--- src/draw_target_pkg.sv ---
// Purpose: shared constants and carriers for draw target select and msaa ops
// Assumes: aclk at 125 MHz, AXI4-Lite register access
// Notes:   target codes are 6 bits: groups below 6'h10, aux 6'h1x, attach 6'h2x
package draw_target_pkg;
   localparam int NC = 4;
   localparam int NS = 4;
   localparam int CW = 6;
   localparam int MW = 16;
   localparam int DW = 32;
   localparam int LOP_MODES = 16;

   // ----------------------------------------
   // target codes
   // ----------------------------------------
   localparam logic [CW-1:0] T_NONE  = 6'h00;
   localparam logic [CW-1:0] T_FL    = 6'h01;
   localparam logic [CW-1:0] T_FR    = 6'h02;
   localparam logic [CW-1:0] T_BL    = 6'h03;
   localparam logic [CW-1:0] T_BR    = 6'h04;
   localparam logic [CW-1:0] T_FRONT = 6'h05;
   localparam logic [CW-1:0] T_BACK  = 6'h06;
   localparam logic [CW-1:0] T_LEFT  = 6'h07;
   localparam logic [CW-1:0] T_RIGHT = 6'h08;
   localparam logic [CW-1:0] T_FAB   = 6'h09;
   localparam logic [CW-1:0] T_AUX0  = 6'h10;
   localparam logic [CW-1:0] T_ATT0  = 6'h20;

   // ----------------------------------------
   // register map and fields
   // ----------------------------------------
   localparam logic [7:0] A_CTRL = 8'h00;
   localparam logic [7:0] A_LOP  = 8'h04;
   localparam logic [7:0] A_FEX  = 8'h08;
   localparam logic [7:0] A_IMG  = 8'h0c;
   localparam logic [7:0] A_CMD  = 8'h10;
   localparam logic [7:0] A_ERR  = 8'h14;
   localparam logic [7:0] A_MAXD = 8'h18;
   localparam logic [7:0] A_LIST = 8'h20;
   localparam logic [7:0] A_TGT  = 8'h40;
   localparam int CTRL_MS = 0;
   localparam int CTRL_SB = 1;
   localparam int CTRL_SC = 2;
   localparam int CTRL_FB = 8;
   localparam int CMD_MULTI = 0;
   localparam int CMD_NAMED = 1;
   localparam int CMD_N     = 4;
   localparam int CMD_NAME  = 8;
   localparam int E_ENUM  = 0;
   localparam int E_VALUE = 1;
   localparam int E_OP    = 2;
   localparam int MB_AUX = 4;
   localparam int MB_ATT = 8;
   localparam logic [31:0] RST_CTRL = 32'h0000_0000;
   localparam logic [3:0]  RST_LOP  = 4'h3;
   localparam logic [15:0] RST_FEX  = 16'h0000;
   localparam logic [7:0]  RST_IMG  = 8'h01;
   localparam logic [1:0]  RESP_OK  = 2'b00;
   localparam logic [1:0]  RESP_ERR = 2'b10;

   // ----------------------------------------
   // carriers
   // ----------------------------------------
   typedef struct packed {
      logic [NC-1:0][DW-1:0]         color;
      logic                          bcast;
      logic [NS-1:0]                 cov;
      logic [NS-1:0]                 alpha_ok;
      logic [NS-1:0]                 stencil_ok;
      logic [NS-1:0]                 depth_ok;
      logic [NC-1:0][NS-1:0][DW-1:0] dest;
   } frag_t;

   typedef struct packed {
      logic [NS-1:0] color_we;
      logic [NS-1:0] depth_we;
      logic [NS-1:0] stencil_we;
      logic [DW-1:0] color;
      logic          depth_from_center;
   } samp_wr_t;

   typedef struct packed {
      logic [NC-1:0][DW-1:0] color;
      logic [NC-1:0][MW-1:0] dest;
   } resolve_t;
endpackage : draw_target_pkg

--- src/draw_target_msaa.sv ---
// Purpose: draw target selection, command checking and per-sample msaa ops
// Assumes: fragment port on aclk, registers over AXI4-Lite
// Notes:   one fragment per cycle, results one cycle after acceptance
//
// How it works
// - logic op write with low five code bits 16 or above flags invalid value, keeps mode.
// - color zero target NONE leaves all sample and color buffers untouched.
// - multisample on with sample buffer runs every step per sample.
// - failed alpha, stencil or depth test ends only that sample.
// - uncovered samples get no stencil, depth or color update.
// - per-sample writes go to multisample storage, not single-sample buffers.
// - multisample off with sample buffer means full coverage, centre shortcut allowed.
// - shortcut writes stencil to every sample regardless of stencil result.
// - shortcut depth pass writes all depth and color samples, fail writes none.
// - no object bound: samples resolve to one color sent to selected buffers.
// - resolve is issued per fragment, so visible state matches per-fragment update.
// - resolve uses plain per-component average of samples.
// - unnamed commands hit the bound framebuffer, named ones the given name.
// - default framebuffer group selectors map to front/back left/right subsets.
// - auxiliary selector is base plus index below the auxiliary count.
// - attachment selector routes color only to attachment point i.
// - missing default buffer or attachment index over limit flags invalid operation.
// - named command with nonexistent nonzero object flags invalid operation.
// - single-target command sets all colors other than zero to NONE.
// - multi-target list fills colors in order, rest become NONE.
// - broadcast color goes to every target, indexed colors to their own.
// - maximum draw target count is readable.
// - reset targets: default BACK or FRONT, objects attachment zero, others NONE.
// - attachment without image drops that color's resolved write; the sample write for it is still issued.
//
// The register offsets and the AXI4-Lite register port were decided locally.
`timescale 1ns/10ps
module draw_target_msaa
   import draw_target_pkg::*;
#(
   parameter int NUM_FB       = 4,
   parameter int AUX_CNT      = 4,
   parameter int MAX_ATT      = 8,
   parameter int BACK_PRESENT = 1,
   parameter int STEREO       = 0,
   parameter int CENTER       = 0
) (
   input  wire logic                      aclk,
   input  wire logic                      aresetn,
   input  wire logic                      ce,
   input  wire logic                      awvalid,
   output      logic                      awready,
   input  wire logic [7:0]                awaddr,
   input  wire logic                      wvalid,
   output      logic                      wready,
   input  wire logic [31:0]               wdata,
   input  wire logic [3:0]                wstrb,
   output      logic                      bvalid,
   input  wire logic                      bready,
   output      logic [1:0]                bresp,
   input  wire logic                      arvalid,
   output      logic                      arready,
   input  wire logic [7:0]                araddr,
   output      logic                      rvalid,
   input  wire logic                      rready,
   output      logic [31:0]               rdata,
   output      logic [1:0]                rresp,
   input  wire logic                      frag_valid,
   output      logic                      frag_ready,
   input  wire draw_target_pkg::frag_t    frag,
   output      logic                      samp_valid,
   output      draw_target_pkg::samp_wr_t samp_wr,
   output      logic                      res_valid,
   output      draw_target_pkg::resolve_t res,
   output      logic [3:0]                logic_op
);
   import draw_target_pkg::*;

   localparam int FBW = (NUM_FB > 1) ? $clog2(NUM_FB) : 1;
   localparam int SH  = $clog2(NS);
   localparam logic [3:0] PRESENT = {(STEREO != 0 && BACK_PRESENT != 0),
                                     (BACK_PRESENT != 0), (STEREO != 0), 1'b1};

   logic [31:0]          ctrl_reg;
   logic [3:0]           lop_reg;
   logic [15:0]          fex_reg;
   logic [7:0]           img_reg;
   logic [2:0]           err_reg;
   logic [CW-1:0]        list_reg [NC];
   logic [CW-1:0]        tgt_reg  [NUM_FB][NC];
   logic                 aw_have_reg;
   logic                 w_have_reg;
   logic [7:0]           aw_addr_reg;
   logic [31:0]          wdata_reg;
   logic [3:0]           wstrb_reg;
   logic                 bvalid_reg;
   logic [1:0]           bresp_reg;
   logic                 rvalid_reg;
   logic [31:0]          rdata_reg;
   logic [1:0]           rresp_reg;
   logic                 wr_go;
   logic [31:0]          wd;
   logic [32:0]          wr_look;
   logic [32:0]          rd_look;
   logic [3:0]           bfb;
   logic [FBW-1:0]       bidx;
   logic [2:0]           err_set;
   logic [2:0]           err_clr;

   // ----------------------------------------
   // decode helpers
   // ----------------------------------------
   function automatic logic [3:0] dmask(input logic [CW-1:0] c);
      unique case (c)
         T_FL:    dmask = 4'h1;
         T_FR:    dmask = 4'h2;
         T_BL:    dmask = 4'h4;
         T_BR:    dmask = 4'h8;
         T_FRONT: dmask = 4'h3;
         T_BACK:  dmask = 4'hc;
         T_LEFT:  dmask = 4'h5;
         T_RIGHT: dmask = 4'ha;
         T_FAB:   dmask = 4'hf;
         default: dmask = 4'h0;
      endcase
   endfunction : dmask

   function automatic logic [2:0] chk(input logic [CW-1:0] c, input logic fbo,
                                      input logic multi, input logic [3:0] n);
      chk = 3'h0;
      if (c == T_NONE) begin
         chk = 3'h0;
      end else if (c[5:4] == 2'b10) begin
         if (!fbo || 32'(c[4:0]) >= MAX_ATT) chk[E_OP] = 1'b1;
      end else if (c[5:4] == 2'b01) begin
         if (fbo || 32'(c[3:0]) >= AUX_CNT) chk[E_OP] = 1'b1;
      end else if (dmask(c) != 4'h0) begin
         if (fbo) begin
            chk[E_OP] = 1'b1;
         end else if (multi && (c == T_FRONT || c == T_LEFT || c == T_RIGHT
                                || c == T_FAB)) begin
            chk[E_ENUM] = 1'b1;
         end else if (multi && c == T_BACK) begin
            if (n != 4'd1) chk[E_OP] = 1'b1;
         end else if ((dmask(c) & PRESENT) == 4'h0) begin
            chk[E_OP] = 1'b1;
         end
      end else begin
         chk[E_ENUM] = 1'b1;
      end
   endfunction : chk

   function automatic logic [MW-1:0] tdest(input logic [CW-1:0] c, input logic fbo,
                                           input logic [7:0] img);
      tdest = '0;
      if (c[5:4] == 2'b10) begin
         if (fbo && 32'(c[4:0]) < MAX_ATT) tdest[MB_ATT + 32'(c[2:0])] = img[c[2:0]];
      end else if (c[5:4] == 2'b01) begin
         if (!fbo && 32'(c[3:0]) < AUX_CNT) tdest[MB_AUX + 32'(c[1:0])] = 1'b1;
      end else if (!fbo) begin
         tdest[3:0] = dmask(c) & PRESENT;
      end
   endfunction : tdest

   function automatic logic [32:0] rmux(input logic [7:0] a);
      rmux = {1'b1, 32'h0};
      if (a == A_CTRL) rmux[31:0] = ctrl_reg;
      else if (a == A_LOP) rmux[3:0] = lop_reg;
      else if (a == A_FEX) rmux[15:0] = fex_reg;
      else if (a == A_IMG) rmux[7:0] = img_reg;
      else if (a == A_ERR) rmux[2:0] = err_reg;
      else if (a == A_MAXD) rmux[31:0] = 32'(NC);
      else if (a == A_CMD) rmux[31:0] = 32'h0;
      else if (a >= A_LIST && a < A_LIST + 8'(4 * NC) && a[1:0] == 2'b00)
         rmux[CW-1:0] = list_reg[a[SH+1:2]];
      else if (a >= A_TGT && a < A_TGT + 8'(4 * NC) && a[1:0] == 2'b00)
         rmux[CW-1:0] = tgt_reg[bidx][a[SH+1:2]];
      else rmux[32] = 1'b0;
   endfunction : rmux

   // ----------------------------------------
   // AXI4-Lite slave
   // ----------------------------------------
   assign awready = ce & ~aw_have_reg;
   assign wready  = ce & ~w_have_reg;
   assign arready = ce & ~rvalid_reg;
   assign bvalid  = bvalid_reg;
   assign bresp   = bresp_reg;
   assign rvalid  = rvalid_reg;
   assign rdata   = rdata_reg;
   assign rresp   = rresp_reg;
   assign wr_go   = aw_have_reg & w_have_reg & ~bvalid_reg;
   always_comb wr_look = rmux(aw_addr_reg);
   always_comb rd_look = rmux(araddr);

   always_comb begin
      for (int k = 0; k < 4; k++)
         wd[8*k +: 8] = wstrb_reg[k] ? wdata_reg[8*k +: 8] : wr_look[8*k +: 8];
   end

   always_ff @(posedge aclk) begin
      if (!aresetn) begin
         aw_have_reg <= 1'b0;
         w_have_reg  <= 1'b0;
         aw_addr_reg <= 8'h00;
         wdata_reg   <= 32'h0;
         wstrb_reg   <= 4'h0;
         bvalid_reg  <= 1'b0;
         bresp_reg   <= RESP_OK;
         rvalid_reg  <= 1'b0;
         rdata_reg   <= 32'h0;
         rresp_reg   <= RESP_OK;
      end else if (ce) begin
         if (awvalid && awready) begin
            aw_have_reg <= 1'b1;
            aw_addr_reg <= awaddr;
         end
         if (wvalid && wready) begin
            w_have_reg <= 1'b1;
            wdata_reg  <= wdata;
            wstrb_reg  <= wstrb;
         end
         if (wr_go) begin
            aw_have_reg <= 1'b0;
            w_have_reg  <= 1'b0;
            bvalid_reg  <= 1'b1;
            bresp_reg   <= wr_look[32] ? RESP_OK : RESP_ERR;
         end else if (bvalid_reg && bready) begin
            bvalid_reg <= 1'b0;
         end
         if (arvalid && arready) begin
            rvalid_reg <= 1'b1;
            rdata_reg  <= rd_look[31:0];
            rresp_reg  <= rd_look[32] ? RESP_OK : RESP_ERR;
         end else if (rvalid_reg && rready) begin
            rvalid_reg <= 1'b0;
         end
      end
   end

   // ----------------------------------------
   // command check
   // ----------------------------------------
   logic          c_multi;
   logic [3:0]    c_fb;
   logic [3:0]    c_cnt;
   logic [2:0]    c_err;
   logic [CW-1:0] new_t [NC];

   assign bfb  = ctrl_reg[CTRL_FB +: 4];
   assign bidx = (32'(bfb) < NUM_FB) ? FBW'(bfb) : '0;

   always_comb begin
      c_multi = wdata_reg[CMD_MULTI];
      c_fb    = wdata_reg[CMD_NAMED] ? wdata_reg[CMD_NAME +: 4] : 4'(bidx);
      c_cnt   = c_multi ? wdata_reg[CMD_N +: 4] : 4'd1;
      c_err   = 3'h0;
      if (c_fb != 4'h0 && (32'(c_fb) >= NUM_FB || !fex_reg[c_fb])) c_err[E_OP] = 1'b1;
      if (c_multi && 32'(c_cnt) > NC) c_err[E_VALUE] = 1'b1;
      for (int i = 0; i < NC; i++) begin
         new_t[i] = T_NONE;
         if (i < 32'(c_cnt)) begin
            c_err = c_err | chk(list_reg[i], c_fb != 4'h0, c_multi, c_cnt);
            if (c_multi && list_reg[i] == T_BACK)
               new_t[i] = (BACK_PRESENT != 0) ? T_BL : T_FL;
            else
               new_t[i] = list_reg[i];
            for (int j = 0; j < i; j++)
               if (list_reg[i] != T_NONE && list_reg[i] == list_reg[j])
                  c_err[E_OP] = 1'b1;
         end
      end
   end

   // ----------------------------------------
   // control registers and targets
   // ----------------------------------------
   always_ff @(posedge aclk) begin
      if (!aresetn) begin
         ctrl_reg <= RST_CTRL;
         lop_reg  <= RST_LOP;
         fex_reg  <= RST_FEX;
         img_reg  <= RST_IMG;
         for (int i = 0; i < NC; i++) list_reg[i] <= T_NONE;
      end else if (ce && wr_go) begin
         if (aw_addr_reg == A_CTRL) ctrl_reg <= wd;
         if (aw_addr_reg == A_LOP && 32'(wd[4:0]) < LOP_MODES) lop_reg <= wd[3:0];
         if (aw_addr_reg == A_FEX) fex_reg <= wd[15:0];
         if (aw_addr_reg == A_IMG) img_reg <= wd[7:0];
         for (int i = 0; i < NC; i++)
            if (aw_addr_reg == A_LIST + 8'(4 * i)) list_reg[i] <= wd[CW-1:0];
      end
   end

   always_ff @(posedge aclk) begin
      if (!aresetn) begin
         for (int f = 0; f < NUM_FB; f++)
            for (int i = 0; i < NC; i++)
               tgt_reg[f][i] <= (i != 0) ? T_NONE : (f != 0) ? T_ATT0 :
                                (BACK_PRESENT != 0) ? T_BACK : T_FRONT;
      end else if (ce && wr_go && aw_addr_reg == A_CMD && c_err == 3'h0) begin
         for (int i = 0; i < NC; i++) tgt_reg[FBW'(c_fb)][i] <= new_t[i];
      end
   end

   // errors stick; a new error in the clearing cycle survives
   always_comb begin
      err_set = 3'h0;
      err_clr = 3'h0;
      if (wr_go && aw_addr_reg == A_CMD) err_set = c_err;
      if (wr_go && aw_addr_reg == A_LOP && 32'(wd[4:0]) >= LOP_MODES)
         err_set[E_VALUE] = 1'b1;
      if (wr_go && aw_addr_reg == A_ERR) err_clr = wd[2:0];
   end

   always_ff @(posedge aclk) begin
      if (!aresetn) err_reg <= 3'h0;
      else if (ce) err_reg <= (err_reg & ~err_clr) | err_set;
   end

   assign logic_op = lop_reg;

   // ----------------------------------------
   // per-sample operations and resolve
   // ----------------------------------------
   logic          fbo;
   logic          none0;
   logic          cpass;
   logic [NS-1:0] cov;
   logic [NS-1:0] rwe;
   samp_wr_t      sw;
   resolve_t      rs;

   assign frag_ready = ce;

   always_comb begin
      fbo   = bidx != '0;
      none0 = tgt_reg[bidx][0] == T_NONE;
      cov   = ctrl_reg[CTRL_MS] ? frag.cov : '1;
      cpass = frag.alpha_ok[CENTER] & frag.stencil_ok[CENTER] & frag.depth_ok[CENTER];
      sw    = '0;
      sw.color = frag.color[0];
      if (ctrl_reg[CTRL_SB] && !none0) begin
         if (!ctrl_reg[CTRL_MS] && ctrl_reg[CTRL_SC]) begin
            sw.stencil_we = {NS{frag.alpha_ok[CENTER]}};
            sw.depth_we   = {NS{cpass}};
            sw.color_we   = {NS{cpass}};
            sw.depth_from_center = 1'b1;
         end else begin
            sw.stencil_we = cov & frag.alpha_ok;
            sw.depth_we   = cov & frag.alpha_ok & frag.stencil_ok & frag.depth_ok;
            sw.color_we   = sw.depth_we;
         end
      end
      rwe = ctrl_reg[CTRL_SB] ? sw.color_we : {NS{cpass & ~none0}};
      for (int i = 0; i < NC; i++) begin
         for (int k = 0; k < 4; k++) begin
            logic [7+SH:0] sum;
            sum = '0;
            for (int s = 0; s < NS; s++)
               sum = sum + (8+SH)'(rwe[s] ? (frag.bcast ? frag.color[0][8*k +: 8]
                                               : frag.color[i][8*k +: 8])
                                           : frag.dest[i][s][8*k +: 8]);
            rs.color[i][8*k +: 8] = sum[7+SH:SH];
         end
         rs.dest[i] = tdest(tgt_reg[bidx][i], fbo, img_reg);
      end
   end

   always_ff @(posedge aclk) begin
      if (!aresetn) begin
         samp_valid <= 1'b0;
         samp_wr    <= '0;
         res_valid  <= 1'b0;
         res        <= '0;
      end else if (ce) begin
         samp_valid <= frag_valid & ctrl_reg[CTRL_SB] & ~none0;
         samp_wr    <= sw;
         res_valid  <= frag_valid & ~none0 & (~ctrl_reg[CTRL_SB] | ~fbo);
         res        <= rs;
      end
   end
endmodule : draw_target_msaa

--- config.mk ---
export PLATFORM = sky130hd
export DESIGN_NAME = draw_target_msaa
export DESIGN_NICKNAME = d
export VERILOG_FILES = /design/src/draw_target_pkg.sv /design/src/draw_target_msaa.sv
export SDC_FILE = /design/constraint.sdc
export NUM_CORES = 2
export LEC_CHECK = 0
export ABC_AREA = 1
export ABC_CLOCK_PERIOD_IN_PS = 6300
export BUFFER_PORTS_ARGS = -buffer_cell sky130_fd_sc_hd__buf_2
export CORE_AREA = 2 2 388 390
export CTS_CLUSTER_SIZE = 16
export DETAILED_ROUTE_END_ITERATION = 16
export DIE_AREA = 0 0 390 392
export SYNTH_ARGS = -nofsm -noshare
export SYNTH_HDL_FRONTEND = slang
export SYNTH_SLANG_ARGS = --single-unit
--- constraint.sdc ---
create_clock -name aclk -period 6.3 [get_ports aclk]
set_input_delay 0.63 -clock aclk [delete_from_list [all_inputs] [get_ports aclk]]
set_output_delay 0.63 -clock aclk [all_outputs]
set_load 0.01 [all_outputs]
-- Word level (Yosys, flattened, before mapping)
Memories as Yosys holds them, arrays and structs flattened. A register that Yosys moved wholly into a read port is not among the register bits.
Index checks and enable logic that the tools add are counted.
W data, S select, Z words.
- bitwise operators: 40
- add/subtract/negate cells: 56
- $lt $le $gt $ge: 56
- reduce and logical (&&, ||, !) cells: 131
- mux-type cells: 398
- equality and inequality tests: 61
- operator list (operator ; count):
    $mux W32 ; 12
    $mux W8 ; 46
    $mux W10 ; 36
    $mux W30 ; 10
    $add A10 B10 Y10 ; 24
    $mux W16 ; 14
    $add A10 B8 Y10 ; 16
    $mux W3 ; 52
    $mux W6 ; 24
    $mux W1 ; 140
    $mux W4 ; 30
    $eq A6 B3 Y1 const B ; 12
    $mux W12 ; 6
    $and A16 B16 Y16 ; 4
    $mux W29 ; 2
    $logic_and A1 B1 Y1 ; 55
    $mux W25 ; 2
    $eq A6 B4 Y1 const B ; 8
    $eq A8 B5 Y1 const B ; 6
    $add A9 B8 Y10 ; 4
    $add A8 B8 Y9 ; 4
    $eq A6 B6 Y1 ; 6
    $mux W17 ; 2
    $demux W1 S4 ; 8
    other kinds (53) ; 219
- logic and storage cells: 788
- input port bits: 718
- flip-flop bits (word level): 386
- output and inout bits: 285
- memory bits (read-only): 768
- memory bits (writable): 120
- memories: 14
- memory list (memory ; words ; bits a word ; rd ports ; clocked after Yosys merged registers in ; write ports ; line ; text):
    tgt_reg ; 4 ; 24 ; 1 ; 0 ; 4 ; draw_target_msaa.sv:85 ; logic [CW-1:0] tgt_reg [NUM_FB][NC];
    (name not given) ; 16 ; 4 ; 1 ; 0 ; 0 ; draw_target_msaa.sv:109 ; unique case (c)
    (name not given) ; 16 ; 4 ; 1 ; 0 ; 0 ; draw_target_msaa.sv:109 ;
    (name not given) ; 16 ; 4 ; 1 ; 0 ; 0 ; draw_target_msaa.sv:109 ;
    (name not given) ; 16 ; 4 ; 1 ; 0 ; 0 ; draw_target_msaa.sv:109 ;
    (name not given) ; 16 ; 4 ; 1 ; 0 ; 0 ; draw_target_msaa.sv:109 ;
    8 more memories ; - ; - ; - ; - ; - ; - ;

-- Depth between registers and ports, before layout
An unclocked memory read counts as a cell.
- word-level depth: 44
- mapped depth: 32
- mapped depth without buffers: 28

-- Worst setup path after synthesis
Ideal clock, no wire load.
- path type: reg2reg
- start point: register ctrl_reg[10]
- end point: register res[173] in the netlist's numbering
- clock period less this slack: 4808 ps
- required time: 6184 ps
- stages on the path, launching flop included: 32
- data arrival time: 4691 ps
- setup time: 116 ps
- path slack: 1492 ps
- path buffers: 4
- path through: dfxtp_1 > nor2_4 > buf_4 > nand3b_1 > nand3_1 > nand2_2 > nor2_4 > nand3_4 > nand2_1 > inv_2 > nand4_1 > nand2_1 > buf_4 > buf_4 > buf_2 > nand2_1 > o21ai_0 > fa_1 > inv_1 > fa_1 > nand2_1 > inv_1 > nand3_1 > fa_1 > o21ai_0 > a21oi_1 > nor2_1 > nor2_1 > nor2_1 > o21ai_0 > o211ai_1 > inv_1
- longest elaborated chain between the ends: 12
- elaborated cells on any way between the ends: 17
- classes of those cells: 3 x add/sub; 1 x order compare; 7 x mux; 2 x bitwise; 3 x reduce/logical; 1 x memory
- RTL lines (item ; line ; text):
    from (decl) ; draw_target_msaa.sv:79 ; logic [31:0] ctrl_reg;
    from (signal assigned) ; draw_target_msaa.sv:281 ; if (aw_addr_reg == A_CTRL) ctrl_reg <= wd;
    $lt A4 B3 Y1 * ; draw_target_msaa.sv:246 ; assign bidx = (32'(bfb) < NUM_FB) ? FBW'(bfb) : '0;
    $mux W2 * ; draw_target_msaa.sv:246 ;
    $mem_v2 Z4 W24 * ; - ;
    $logic_not A6 Y1 * ; draw_target_msaa.sv:333 ; none0 = tgt_reg[bidx][0] == T_NONE;
    $logic_not A1 Y1 ; draw_target_msaa.sv:338 ; if (ctrl_reg[CTRL_SB] && !none0) begin
    $logic_and A1 B1 Y1 ; draw_target_msaa.sv:338 ;
    $mux W12 ; draw_target_msaa.sv:338 ;
    $mux W4 * ; draw_target_msaa.sv:350 ; rwe = ctrl_reg[CTRL_SB] ? sw.color_we : {NS{cpass & ~none0}};
    $mux W10 ; draw_target_msaa.sv:356 ; sum = sum + (8+SH)'(rwe[s] ? (frag.bcast ? frag.color[0][8*k +: 8]
    $add A10 B10 Y10 (2 in a row) ; draw_target_msaa.sv:356 ;
    $add A10 B8 Y10 * ; draw_target_msaa.sv:356 ;
    to (signal assigned) ; draw_target_msaa.sv:375 ; res <= rs;
    to (decl) ; draw_target_msaa.sv:69 ; output draw_target_pkg::resolve_t res,
Every way passes the cells marked *; elsewhere a longest branch is shown, timed or not.
A chain may end at the register's enable or synchronous reset.

-- Worst setup path in the final report
- start point: register ctrl_reg[10]
- end point: register res[117] in the netlist's numbering
The elaborated chain is that of the path after synthesis.

==> impl_metrics.yaml <==
clock_network:
  cts_buffers: 60
  cts.htree.levels: 2
  cts_sinks: 494
  clock_path_buffers: 3
  insertion_delay_ns: 0.68
  path_clk_slew_ns: 0.07
  tritoncts: "done"
  clockRootBuffer: "clkbuf_16"
sta:
  skew_ns: 0.0373
  period_share_pct: 93.9
  drv_slew: 2
  layout_setup_ws_ns: 0.381
  finalCriticalPeriod_ns: 5.92
  setup_viol: 0
  worst_hold_slack_ns: 0.194
  maxSlewHeadroom_pct: -1.26
  finalHoldViolations: 0
  worstMarginPinSlew_ns: 1.50
  fmax_mhz: 169
yosys:
  syn_inst: 5566
  synth-edff-count: 120
  yosysSeqAreaShare_pct: 28.4
  synthArstFlopShare_pct: 0
  ys_types: 65
  yosys_warnings: 0
  syn_area_per_cell_um2: 7.02
  synth_flop_cell: "dfxtp_1"
  ys_ff_latch: 494
  netlist_area_um2: 39000
cells_and_area:
  fill_cells: 16100
  postLayoutCoreUtil_pct: 32.5
  largest_register_ffs: 184
  register_area_um2: 11100
  design_area_um2: 48300
  final_cells: 8462
  areaGrowthSynthToFinish_pct: 23.8
  drive_gt1_share_pct: 19.8
  multi_input_area_um2: 23900
  nets: 7537
detailed_routing:
  wire_per_inst_um: 27.5
  drc_errors: 0
  routed_wl_um: 233000
  routed-via-count: 44000
  firstDrtPassIters: 6
  viasPerCell: 5.20
  ant_nets: 0
  drt-initial-drc-count: 4786
power:
  power_leakage_uw: 0.0231
  intPower_uw: 7920
  p_sw_uw: 6070
  p_sw_share_pct: 43.4
  combPwrFrac_pct: 45.8
  power_frac_seq_pct: 27.1
  powerDensity_nw_per_um2: 289
  irDropWorstVdd_v: 0.000222
  clockPowerShare_pct: 27.1
setup_path:
  critPathLaunchType: "flop"
  cpMostUsedCell: "inv_1"
  crit_arrival_ns: 6.47
  critPathCaptureType: "flop"
  crit_fanout: 19
  critical_path_class: "reg -> reg"
  max_stage_delay_ns: 0.52
  critPathBufInv: 8
  cp_slowest_cell: "fa_1"
  crit_family: "simple AND/OR/NAND/NOR gates"
  crit_required_ns: 6.85
placed_design:
  place_area_um2: 46000
  dpl.hpwl_um: 192000
  portBuffers: 992
  dp.cells: 8321
  place_ws_ns: 0.337
  routabilityCongestion: 1.05
status:
  outcome: "finished, violations left"
  violations: "max-capacitance violations, max-slew violations"
floorplanning:
  start_util_pct: 26.2
  ios: 1003
  dieArea_um2: 153000
  fp.dieW_um: 390
  rows: 142
  fp.dieH_um: 392
  core_area_um2: 149000
global_routing:
  antenna_found_initial: 46
  gr-total-overflow: 0
  first_global_vias: 40200
  grt_pass1_wl_um: 311000
  grtUsageTotal_pct: 28.7
  grt_max_degree: 166
flow_run:
  drv_cap: 1
min_path:
  hold_path.class: "in -> reg"
[metrics by stage]
| stage | TNS, ns | power [uW] |
|---|---|---|
| after floorplan | 0 | 7470 |
| after global placement | 0 | 10100 |
| after detailed placement | 0 | 10100 |
| after CTS | 0 | 13900 |
| after global routing | -0.0673 | 14800 |
| final | 0 | 14000 |
[metal layers]
metal	up-vias	track usage [%]	part of all wire, %
met4	26	9.76	4.0
met1	21300	38.6	41
met5	-	0	0.067
li1	20000	-	-
met3	383	7.64	11
met2	2354	44.2	44
[tightest hold or removal path: stages]
cell and delay [ns]:
buf_2 0.08, nor2_1 0.03, nor2_1 0.08
[cell usage after synthesis (all sizes together) (14+ instances only)]
master     n  share of area, %
a21oi    480               6.2
a31oi     53              0.85
buf      118               1.8
clkbuf   192               1.8
dfxtp    374                19
edfxtp   120               9.2
fa       256                13
ha       112               3.6
inv      761               7.3
nand2   1076                11
nand3    218               3.0
nand4     59              0.95
nor2     636               6.3
nor3      59              0.78
o211ai    46              0.90
o21ai    798                10
o221ai    14              0.33
o22ai     40              0.64
or2       17              0.27
xnor2     19              0.43
xor2      24              0.54
[cells by family (layout without fill, tap and decap cells)]
logic type | after synthesis | in the layout | synth area share, %
AOI/OAI and AO/OA | 1493 | 1493 | 20.5
xor gates and xnor gates | 43 | 43 | 0.965
adders and majority gates | 368 | 368 | 16.7
buffers and inverters | 1075 | 1965 | 11.1
DFF | 494 | 494 | 28.4
muxes | 5 | 5 | 0.173
other | 1 | 60 | 0.00960
and+or+nand+nor | 2087 | 2090 | 22.2
[worst paths after layout]
check / from / endpoint / slack, ns / cells past startpoint
min: wdata[31] / wdata_reg[31] / 0.19 / 3
max reg2reg: ctrl_reg[10] / res[117] / 0.38 / 28
max: ctrl_reg[10] / res[117] / 0.38 / 28
min reg2reg: ctrl_reg[23] / ctrl_reg[23] / 0.45 / 2
[cells in the final DEF, fill, tap and decap left out, types with 17 or more instances in the layout]
| cell type | instances |
|---|---|
| o21ai_1 | 30 |
| o21ai_0 | 763 |
| buf_2 | 990 |
| nor2_1 | 625 |
| xnor2_1 | 19 |
| fa_1 | 256 |
| o211ai_1 | 45 |
| nor3_1 | 57 |
| nand3_1 | 209 |
| conb_1 | 44 |
| nand2_1 | 1054 |
| dfxtp_1 | 374 |
| clkbuf_16 | 65 |
| nand4_1 | 59 |
| o22ai_1 | 40 |
| buf_4 | 82 |
| xor2_1 | 24 |
| edfxtp_1 | 120 |
| a31oi_1 | 53 |
| inv_1 | 747 |
| nand2_2 | 17 |
| a21oi_1 | 477 |
| ha_1 | 112 |
[cell type report]
cell class	instances	area share, %
multi-input combinational	4043	49.4
timing repair buffer	1087	12.1
inverter	765	5.98
sequential	494	22.9
tap	1944	5.03
antenna	16	0.0828
clock inverter	38	0.841
clock buffer	75	3.60
[power by group through the flow]
stage,combinational [uW],sequential [uW],clock (uW)
floorplan,3620,3850,0
global placement,6250,3840,0
detailed placement,6260,3850,0
CTS,6300,3780,3860
global route,6980,3810,3980
finish,6400,3790,3790
[timing repair]
action / 4_1_cts / 5_1_grt
buffers inserted: 0 / 9
hold buffers: 0 / 0
resized for setup: 0 / 3
endpoints found under the setup margin: 0 / 26
endpoints found under the hold margin: 0 / 0
No activity file was read; power rests on OpenSTA's default activity.
